--- src/core/tmc_pkg.sv ---
package tmc_pkg;
	// Register offsets (byte addresses)
	localparam logic [11:0] CFG_OFF      = 12'h000;
	localparam logic [11:0] FIRST_MR_OFF = 12'h004;
	localparam logic [11:0] SECOND_MR_OFF = 12'h008;
	localparam logic [11:0] CTL_OFF      = 12'h00c;

	// Control field positions and register field widths
	localparam int CTL_FIRST_TRIG_BIT = 5;
	localparam int CTL_FIRST_INV_BIT  = 6;
	localparam int CTL_SECOND_ON_BIT  = 8;
	localparam int CTL_SECOND_FRZ_BIT = 9;
	localparam int CTL_SECOND_EDGE_LO = 10;
	localparam int CFG_WIDTH          = 3;
	localparam int MR_WIDTH           = 4;

	// Reset values
	localparam logic [2:0] CFG_RESET = 3'h0;
	localparam logic [3:0] MR_RESET  = 4'h0;

	// Configuration codes
	localparam logic [2:0] CFG_COMBINED = 3'h0;

	// Mode field encodings
	localparam logic [1:0] MODE_RESERVED = 2'h0;
	localparam logic [1:0] MODE_ONESHOT  = 2'h1;
	localparam logic [1:0] MODE_PERIODIC = 2'h2;
	localparam logic [1:0] MODE_CAPTURE  = 2'h3;

	// Edge field encodings
	localparam logic [1:0] EDGE_RISING  = 2'h0;
	localparam logic [1:0] EDGE_FALLING = 2'h1;
	localparam logic [1:0] EDGE_RSVD    = 2'h2;
	localparam logic [1:0] EDGE_BOTH    = 2'h3;

	typedef enum logic [1:0] {
		TMC_ARR_COMBINED,
		TMC_ARR_RTC,
		TMC_ARR_SPLIT,
		TMC_ARR_RESERVED
	} tmc_arr_t;

	// Register bus request
	typedef struct packed {
		logic [11:0] addr;
		logic [31:0] wdata;
		logic        wr;
		logic        rd;
	} tmc_bus_t;

	// Per-timer drive toward the counters
	typedef struct packed {
		logic [1:0] mode;
		logic       on;
		logic       run;
		logic [1:0] edge_sel;
	} tmc_drive_t;

	// Whole module state
	typedef struct packed {
		logic [2:0]  global_width_config;
		logic [3:0]  first_timer_mode_reg;
		logic [3:0]  second_timer_mode_reg;
		logic [1:0]  second_capture_edge_sel;
		logic        second_debug_freeze;
		logic        second_timer_on;
		logic        first_pulse_invert;
		logic        first_converter_trigger_on;
		logic [31:0] rdata;
		logic        split;
		logic        combined;
		logic [1:0]  second_mode;
		logic        second_run;
		logic        first_pwm_out;
		logic        converter_trigger;
	} tmc_state_t;
endpackage

--- src/core/tmc_timer_mode_control.sv ---
// The implementer's own choice: the address-and-strobe port.
`timescale 1ns/1ns
// Notes on behaviour
// (RULE1) Second mode field: 1 one-shot, 2 periodic, 3 capture, 0 reserved.
// (RULE2) In split sixteen-bit arrangement the second mode field sets second timer mode.
// (RULE3) In combined arrangement the second mode register is ignored; first one used.
// (RULE4) Control bits 11:10 pick capture edge: 0 rising, 1 falling, 3 both.
// (RULE5) Control bit 9 set freezes second timer while debugger halts processor.
// (RULE6) Freeze setting has no effect while processor runs normally.
// (RULE7) Control bit 8 enables the second timer; clear disables it.
// (RULE8) Control bit 6 inverts the first timer pulse output.
// (RULE9) Control bit 5 enables the first timer converter trigger.
// (RULE10) Configuration zero selects the combined thirty-two-bit arrangement.
// (RULE11) Configuration four to seven selects split arrangement, modes from low two bits.
// (RULE12) All control fields reset to zero: disabled, uninverted, untriggered, rising.
module tmc_timer_mode_control (
	input  wire logic              clk,
	input  wire logic              rstn,
	input  wire tmc_pkg::tmc_bus_t bus,
	output logic [31:0]            rdata,
	input  wire logic              debug_halt,
	input  wire logic              first_pwm_raw,
	input  wire logic              first_trigger_event,
	output logic                   split_mode,
	output logic                   combined_mode,
	output logic [1:0]             second_mode,
	output logic                   second_enable,
	output logic                   second_count_run,
	output logic [1:0]             second_edge,
	output logic                   first_pwm_out,
	output logic                   converter_trigger
);
	tmc_pkg::tmc_state_t st;
	tmc_pkg::tmc_state_t next_st;
	logic [2:0]          cfg_v;
	logic [3:0]          tbm_v;
	logic                frz_v;
	logic                on_v;

	// Register writes, read mux and derived outputs
	always_comb begin
		next_st = st;
		next_st.rdata = 32'h0000_0000;
		if (bus.wr) begin
			if (bus.addr == tmc_pkg::CFG_OFF) begin
				next_st.global_width_config = bus.wdata[tmc_pkg::CFG_WIDTH-1:0];
			end else if (bus.addr == tmc_pkg::FIRST_MR_OFF) begin
				next_st.first_timer_mode_reg = bus.wdata[tmc_pkg::MR_WIDTH-1:0];
			end else if (bus.addr == tmc_pkg::SECOND_MR_OFF) begin
				next_st.second_timer_mode_reg = bus.wdata[tmc_pkg::MR_WIDTH-1:0];
			end else if (bus.addr == tmc_pkg::CTL_OFF) begin
				next_st.second_capture_edge_sel =
					bus.wdata[tmc_pkg::CTL_SECOND_EDGE_LO+:2]; // see (RULE4)
				next_st.second_debug_freeze = bus.wdata[tmc_pkg::CTL_SECOND_FRZ_BIT];
				next_st.second_timer_on     = bus.wdata[tmc_pkg::CTL_SECOND_ON_BIT];
				next_st.first_pulse_invert  = bus.wdata[tmc_pkg::CTL_FIRST_INV_BIT];
				next_st.first_converter_trigger_on =
					bus.wdata[tmc_pkg::CTL_FIRST_TRIG_BIT];
			end
		end
		// Reads return current register contents one cycle later
		if (bus.rd) begin
			if (bus.addr == tmc_pkg::CFG_OFF) begin
				next_st.rdata[2:0] = st.global_width_config;
			end else if (bus.addr == tmc_pkg::FIRST_MR_OFF) begin
				next_st.rdata[3:0] = st.first_timer_mode_reg;
			end else if (bus.addr == tmc_pkg::SECOND_MR_OFF) begin
				next_st.rdata[3:0] = st.second_timer_mode_reg;
			end else if (bus.addr == tmc_pkg::CTL_OFF) begin
				next_st.rdata[tmc_pkg::CTL_SECOND_EDGE_LO+:2] = st.second_capture_edge_sel;
				next_st.rdata[tmc_pkg::CTL_SECOND_FRZ_BIT] = st.second_debug_freeze;
				next_st.rdata[tmc_pkg::CTL_SECOND_ON_BIT]  = st.second_timer_on;
				next_st.rdata[tmc_pkg::CTL_FIRST_INV_BIT]  = st.first_pulse_invert;
				next_st.rdata[tmc_pkg::CTL_FIRST_TRIG_BIT] = st.first_converter_trigger_on;
			end
		end
		// Derived drive from the post-write register values
		cfg_v = next_st.global_width_config;
		tbm_v = next_st.second_timer_mode_reg;
		frz_v = next_st.second_debug_freeze;
		on_v  = next_st.second_timer_on;
		next_st.combined = (cfg_v == tmc_pkg::CFG_COMBINED); // see (RULE10)
		next_st.split    = cfg_v[2]; // see (RULE11)
		if (next_st.split) begin
			next_st.second_mode = tbm_v[1:0]; // see (RULE1) see (RULE2)
		end else if (next_st.combined) begin
			next_st.second_mode = next_st.first_timer_mode_reg[1:0]; // see (RULE3)
		end else begin
			next_st.second_mode = tmc_pkg::MODE_RESERVED;
		end
		// Freeze only matters while the debugger holds the processor
		next_st.second_run = on_v && !(frz_v && debug_halt); // see (RULE5) see (RULE6) see (RULE7)
		next_st.first_pwm_out = first_pwm_raw ^ next_st.first_pulse_invert; // see (RULE8)
		next_st.converter_trigger =
			first_trigger_event && next_st.first_converter_trigger_on; // see (RULE9)
	end

	// State register; everything clears on reset
	always_ff @(posedge clk or negedge rstn) begin
		if (!rstn) begin
			st <= '0; // see (RULE12)
		end else begin
			st <= next_st;
		end
	end

	// Outputs straight from state flops
	assign rdata             = st.rdata;
	assign split_mode        = st.split;
	assign combined_mode     = st.combined;
	assign second_mode       = st.second_mode;
	assign second_enable     = st.second_timer_on;
	assign second_count_run  = st.second_run;
	assign second_edge       = st.second_capture_edge_sel;
	assign first_pwm_out     = st.first_pwm_out;
	assign converter_trigger = st.converter_trigger;
endmodule

--- config.mk ---
export PLATFORM = sky130hd
export DESIGN_NAME = tmc_timer_mode_control
export DESIGN_NICKNAME = d
export VERILOG_FILES = /design/src/core/tmc_pkg.sv /design/src/core/tmc_timer_mode_control.sv
export SDC_FILE = /design/constraint.sdc
export NUM_CORES = 1
export LEC_CHECK = 0
export ABC_AREA = 0
export BUFFER_PORTS_ARGS = -buffer_cell sky130_fd_sc_hd__buf_4
export CAP_MARGIN = 20
export CORE_MARGIN = 2
export CORE_UTILIZATION = 49
export CTS_BUF_LIST = sky130_fd_sc_hd__clkbuf_8
export CTS_CLUSTER_SIZE = 20
export DETAILED_ROUTE_END_ITERATION = 7
export PLACE_DENSITY_LB_ADDON = 0.12
export SETUP_SLACK_MARGIN = 0.15
export SYNTH_ARGS = -nofsm -noshare
export SYNTH_HDL_FRONTEND = slang
export SYNTH_SLANG_ARGS = --single-unit
--- constraint.sdc ---
create_clock -name clk -period 1.8 [get_ports clk]
set_clock_uncertainty 0.2 [all_clocks]
set_input_delay 0.09 -clock clk [delete_from_list [all_inputs] [get_ports clk]]
set_output_delay 0.09 -clock clk [all_outputs]
set_load 0.05 [all_outputs]
## After elaboration in Yosys (flattened, before gate mapping)

Index checks and enable logic that the tools add are counted.

- Register bits: 34
- Input port bits: 51

- Equality and inequality tests: 3
- Multiplexer cells: 25
- Bitwise operators: 4
- Reduce and logical (&&, ||, !) cells: 9

Operator list:

| cell | count |
|---|---|
| $mux W4 | 10 |
| $eq A12 B4 Y1 const B | 2 |
| $mux W17 | 1 |
| $mux W14 | 1 |
| $mux W2 | 7 |
| $eq A12 B3 Y1 const B | 1 |
| $logic_not A12 Y1 | 1 |
| $mux W6 | 2 |
| $mux W10 | 1 |
| $mux W3 | 2 |
| $reduce_and A5 Y1 | 1 |
| $reduce_and A4 Y1 | 1 |
| $logic_and A1 B1 Y1 | 3 |
| $logic_not A3 Y1 | 1 |
| $not A1 Y1 | 3 |
| $reduce_and A3 Y1 | 1 |
| $logic_not A1 Y1 | 1 |
| $mux W1 | 1 |
| $xor A1 B1 Y1 | 1 |

## Logic depth before layout (Yosys ltp)

- Word-level depth: 9
- Mapped depth: 6

## Worst setup path after synthesis

OpenSTA, ideal clock, no wires.

- Path type: input -> register
- Start: in bus[45] (netlist bit)
- End: reg st, in the netlist second_mode[0]
- Setup time: 0.135 ns
- Arrival time: 1.202 ns
- Data required time: 1.465 ns
- Path slack: 0.263 ns
- Stages on the path: 5
- Buffers on the path: 1
- Cells stage by stage: nor4_4 and4_1 buf_4 mux2i_1 o22ai_1

RTL lines:

| item | line | text |
|---|---|---|
| from (decl) | tmc_timer_mode_control.sv:19 | `input wire tmc_pkg::tmc_bus_t bus,` |
| to (signal assigned) | tmc_timer_mode_control.sv:103 | `st <= next_st;` |
| to (decl) | tmc_timer_mode_control.sv:33 | `tmc_pkg::tmc_state_t st;` |

==> results by group <==
Placed design
  – Dpl hpwl: between 2000 and 2500 um
  – Placer Congestion: 0.823
  – Area after DPL: 0.00192 sq mm
  – I/O Buffers: 48

Setup path
  – Reg2reg setup slack: 0.59 ns
  – Critical path fanouts, max: 6
  – Worst Path Arrival: 1.43 ns
  – CP startpoint: bus[45]
  – Critical Path Start Type: input port
  – Worst Path Required: 1.77 ns
  – Critical R2R Launch: st[55]
  – R2r endpoint: second_mode[1]
  – WS Path Type: input port to flip-flop
  – Critical path endpoint: first_pwm_out
  – Crit. End Element: flip-flop
  – R2R cell count: 3

Power and ir drop
  – Clock share of power: 34.4%
  – Sw Pwr: 0.000417 W
  – Leak: 1.18 nW
  – Cell Pwr Density: 696 mW/mm^2
  – Comb power frac: between 15 and 20%
  – Reg power frac: about half
  – VDD IR-drop max: 0.000432 V
  – Int Pwr: 0.00108 W
  – Sw Share: 27.8%

Floorplanning
  – Die area: slightly below 0.004 sq mm
  – Top Ports: between 90 and 100
  – Die width: 62.6 um
  – Floorplan core area: 0.00331 sq mm
  – Die Y-Extent: 62.6 um
  – Number of cell rows: 21
  – Initial core utilization: 50.8%

Synthesis
  – Synth Instances: 151
  – Main combinational cell family by area after synthesis: buffers and inverters
  – Most common cell in the netlist: buf_4
  – Post-Synth Simple-Gate Area: 17.4%
  – Portion of netlist area occupied by mux cells: 11.4%
  – Share of flip-flops with an asynchronous set or reset: 100%
  – Mean Syn Cell Area: 11.1 sq um
  – Xor-xnor portion of the synthesized cell area: 0.520%
  – Share of the synthesized area in the top cell type: between 40% and 50%
  – Most used DFF post-synth: dfrtp_1
  – Synth Area in Compound Gates: just over 3%
  – Sequential element share of the synthesized area: 49.1%
  – Adder-cell area share of the yosys netlist: 0%
  – Synthesized area: ~0.0017 sq mm
  – Synth warnings: 0
  – Synth top cells by count: buf_4 (37), dfrtp_1 (33), nand2_1 (14)
  – #FFs+latches synth: 33
  – Distinct cells, synth: 26
  – Largest cells by area after synthesis: dfrtp_1 (49%), buf_4 (17%), mux2i_1 (5.4%)
  – Post-synth EDFFs: 0
  – Leading area contributor after synthesis: dfrtp_1

CTS
  – Number of buffers created by CTS: 5
  – CTS tree: yes
  – H-tree depth: 2
  – Clock Sink Count: 33
  – Clk_lat worst skew: 0.28 ns
  – CTS Buffer Depth: 2
  – CTS root buffer: clkbuf_8
  – Clock slew at reported path FFs: 0.06 ns
  – Post-CTS Repair Setup Buffers: 0

Outcome
  – Outcome: finished, final reports clean

Route
  – M1 WL: 1210 um
  – Routed wl met2: 1470 um
  – Drt wl/cell: 11.6 um
  – Residual DRC: 0
  – Average vias per placed instance: 4.41
  – Max Used Layer: met4
  – Initial DRC count: 26
  – Final WL: 2940 um
  – Detail Route Antenna Nets: 0
  – TritonRoute pass-1 iters: 4
  – Wire length on met3: between 200 and 250 um
  – Vias: approximately 1100

Layout
  – Area Growth Syn to Fin: 28.1%
  – Post-route cell area: 0.00216 sq mm
  – Seq. cell area: approximately 830 sq um
  – Layout cell share with drive strength beyond 1: about a third
  – Fin nets: approximately 260
  – Ant. Diodes: 0
  – Filler Cell Count: roughly 290
  – Multi-input logic area: 627 sq um

Global routing
  – Total GRT Usage: 16.1%
  – Total gr overflow: 0
  – Largest net degree at the start of global routing: 34
  – Initial antenna violation count: 0
  – Number of global-route vias before repair: approximately 1100
  – Global-route wire length before repair: 4890 um

Timing
  – Pins Over Slew Limit: 0
  – Max Fclk: 0.686 GHz
  – RSZ-0062 raised after global routing: no
  – Final hold vios: 0
  – Tcrit/Tclk final: around four fifths
  – Min cycle time layout: 1.46 ns
  – Endpoints failing setup: 0
  – Total negative slack: 0 ns

Run
  – Maxcap violations: 0

Min path
  – Hold Crit Class: input port to flip-flop
-- per-stage QoR --
| stage | std cells | utilization [%] | power [W] | worst slack [ns] | hold WS (ns) |
|---|---|---|---|---|---|
| finish | 254 | 65.1 | 0.00150 | 0.343 | 0.0149 |
| global route | 254 | 65.1 | 0.00157 | 0.295 | 0.0292 |
| CTS | 254 | 65.1 | 0.00151 | 0.345 | 0.0122 |
| detailed placement | 231 | 58.1 | 0.000972 | 0.0453 | -0.150 |
| global placement | 231 | 58.1 | 0.000970 | 0.0607 | -0.153 |
| floorplan | 172 | - | 0.000930 | 0.263 | -0.406 |
-- cell type report --
cell class                 count  share of cell area, %
clock inverter                 3                  0.638
multi-input combinational     94                   29.1
inverter                       6                   1.04
clock buffer                   5                   3.19
sequential                    33                   38.3
tap                           46                   2.67
timing repair buffer          67                   25.1
-- routing by layer --
layer  global-route usage (%)  up-vias
li1                         -      550
met1                     18.6      522
met2                     27.6       43
met3                     7.03        4
met4                     4.17        0
met5                        0        -
-- flip-flops by register name, indices dropped and copies added, names as in the netlist --
name               flops
rdata                 10
st                    14
converter_trigger      1
first_pwm_out          1
second_edge            2
second_count_run       1
second_mode            2
second_enable          1
combined_mode          1
-- cells by family after synthesis --
kind of cell / count (synthesis)
buffers and inverters: 45
other: 1
XOR/XNOR: 1
AO/OA/AOI/OAI: 7
multiplexers: 17
AND/OR/NAND/NOR: 47
flip-flops: 33
-- critical path, cell delays in order --
cell	delay, ns
buf_4	0.12
nor4_4	0.35
buf_4	0.20
nand4_4	0.17
mux2_4	0.35
xor2_1	0.14
-- cells in the final DEF, fill, tap and decap left out, drive strengths merged, types with 2 or more instances in the layout --
master        n
a21oi         4
and2          7
and3b         2
and4          3
buf          52
clkbuf        5
clkinv        2
conb         22
dfrtp        33
dlygate4sd3  15
inv           7
mux2          8
mux2i         9
nand2        14
nand4         4
nor2         10
nor3          2
nor4          2
o22ai         2
-- how the worst min path moves through the flow --
stage	startpoint	endpoint	cells past startpoint
global placement	rstn	first_pwm_out	1
floorplan	rstn	combined_mode	0
CTS	bus[0]	rdata[0]	4
global route	bus[0]	rdata[3]	4
finish	bus[0]	rdata[0]	4
detailed placement	rstn	st[40]	1
-- power groups by stage --
stage	Clock, W	Sequential, W	Combinational [W]
2_1_floorplan	0	0.000767	0.000163
3_3_place_gp	0	0.000760	0.000209
3_5_place_dp	0	0.000760	0.000212
4_1_cts	0.000529	0.000747	0.000238
5_1_grt	0.000568	0.000746	0.000251
6_report	0.000516	0.000747	0.000238
-- repair_timing --
action | CTS | global route
hold buffers | 15 | 0
endpoints found under the hold margin | 57 | 0
gates resized for setup | 0 | 0
Power figures use the tool's default switching activity.
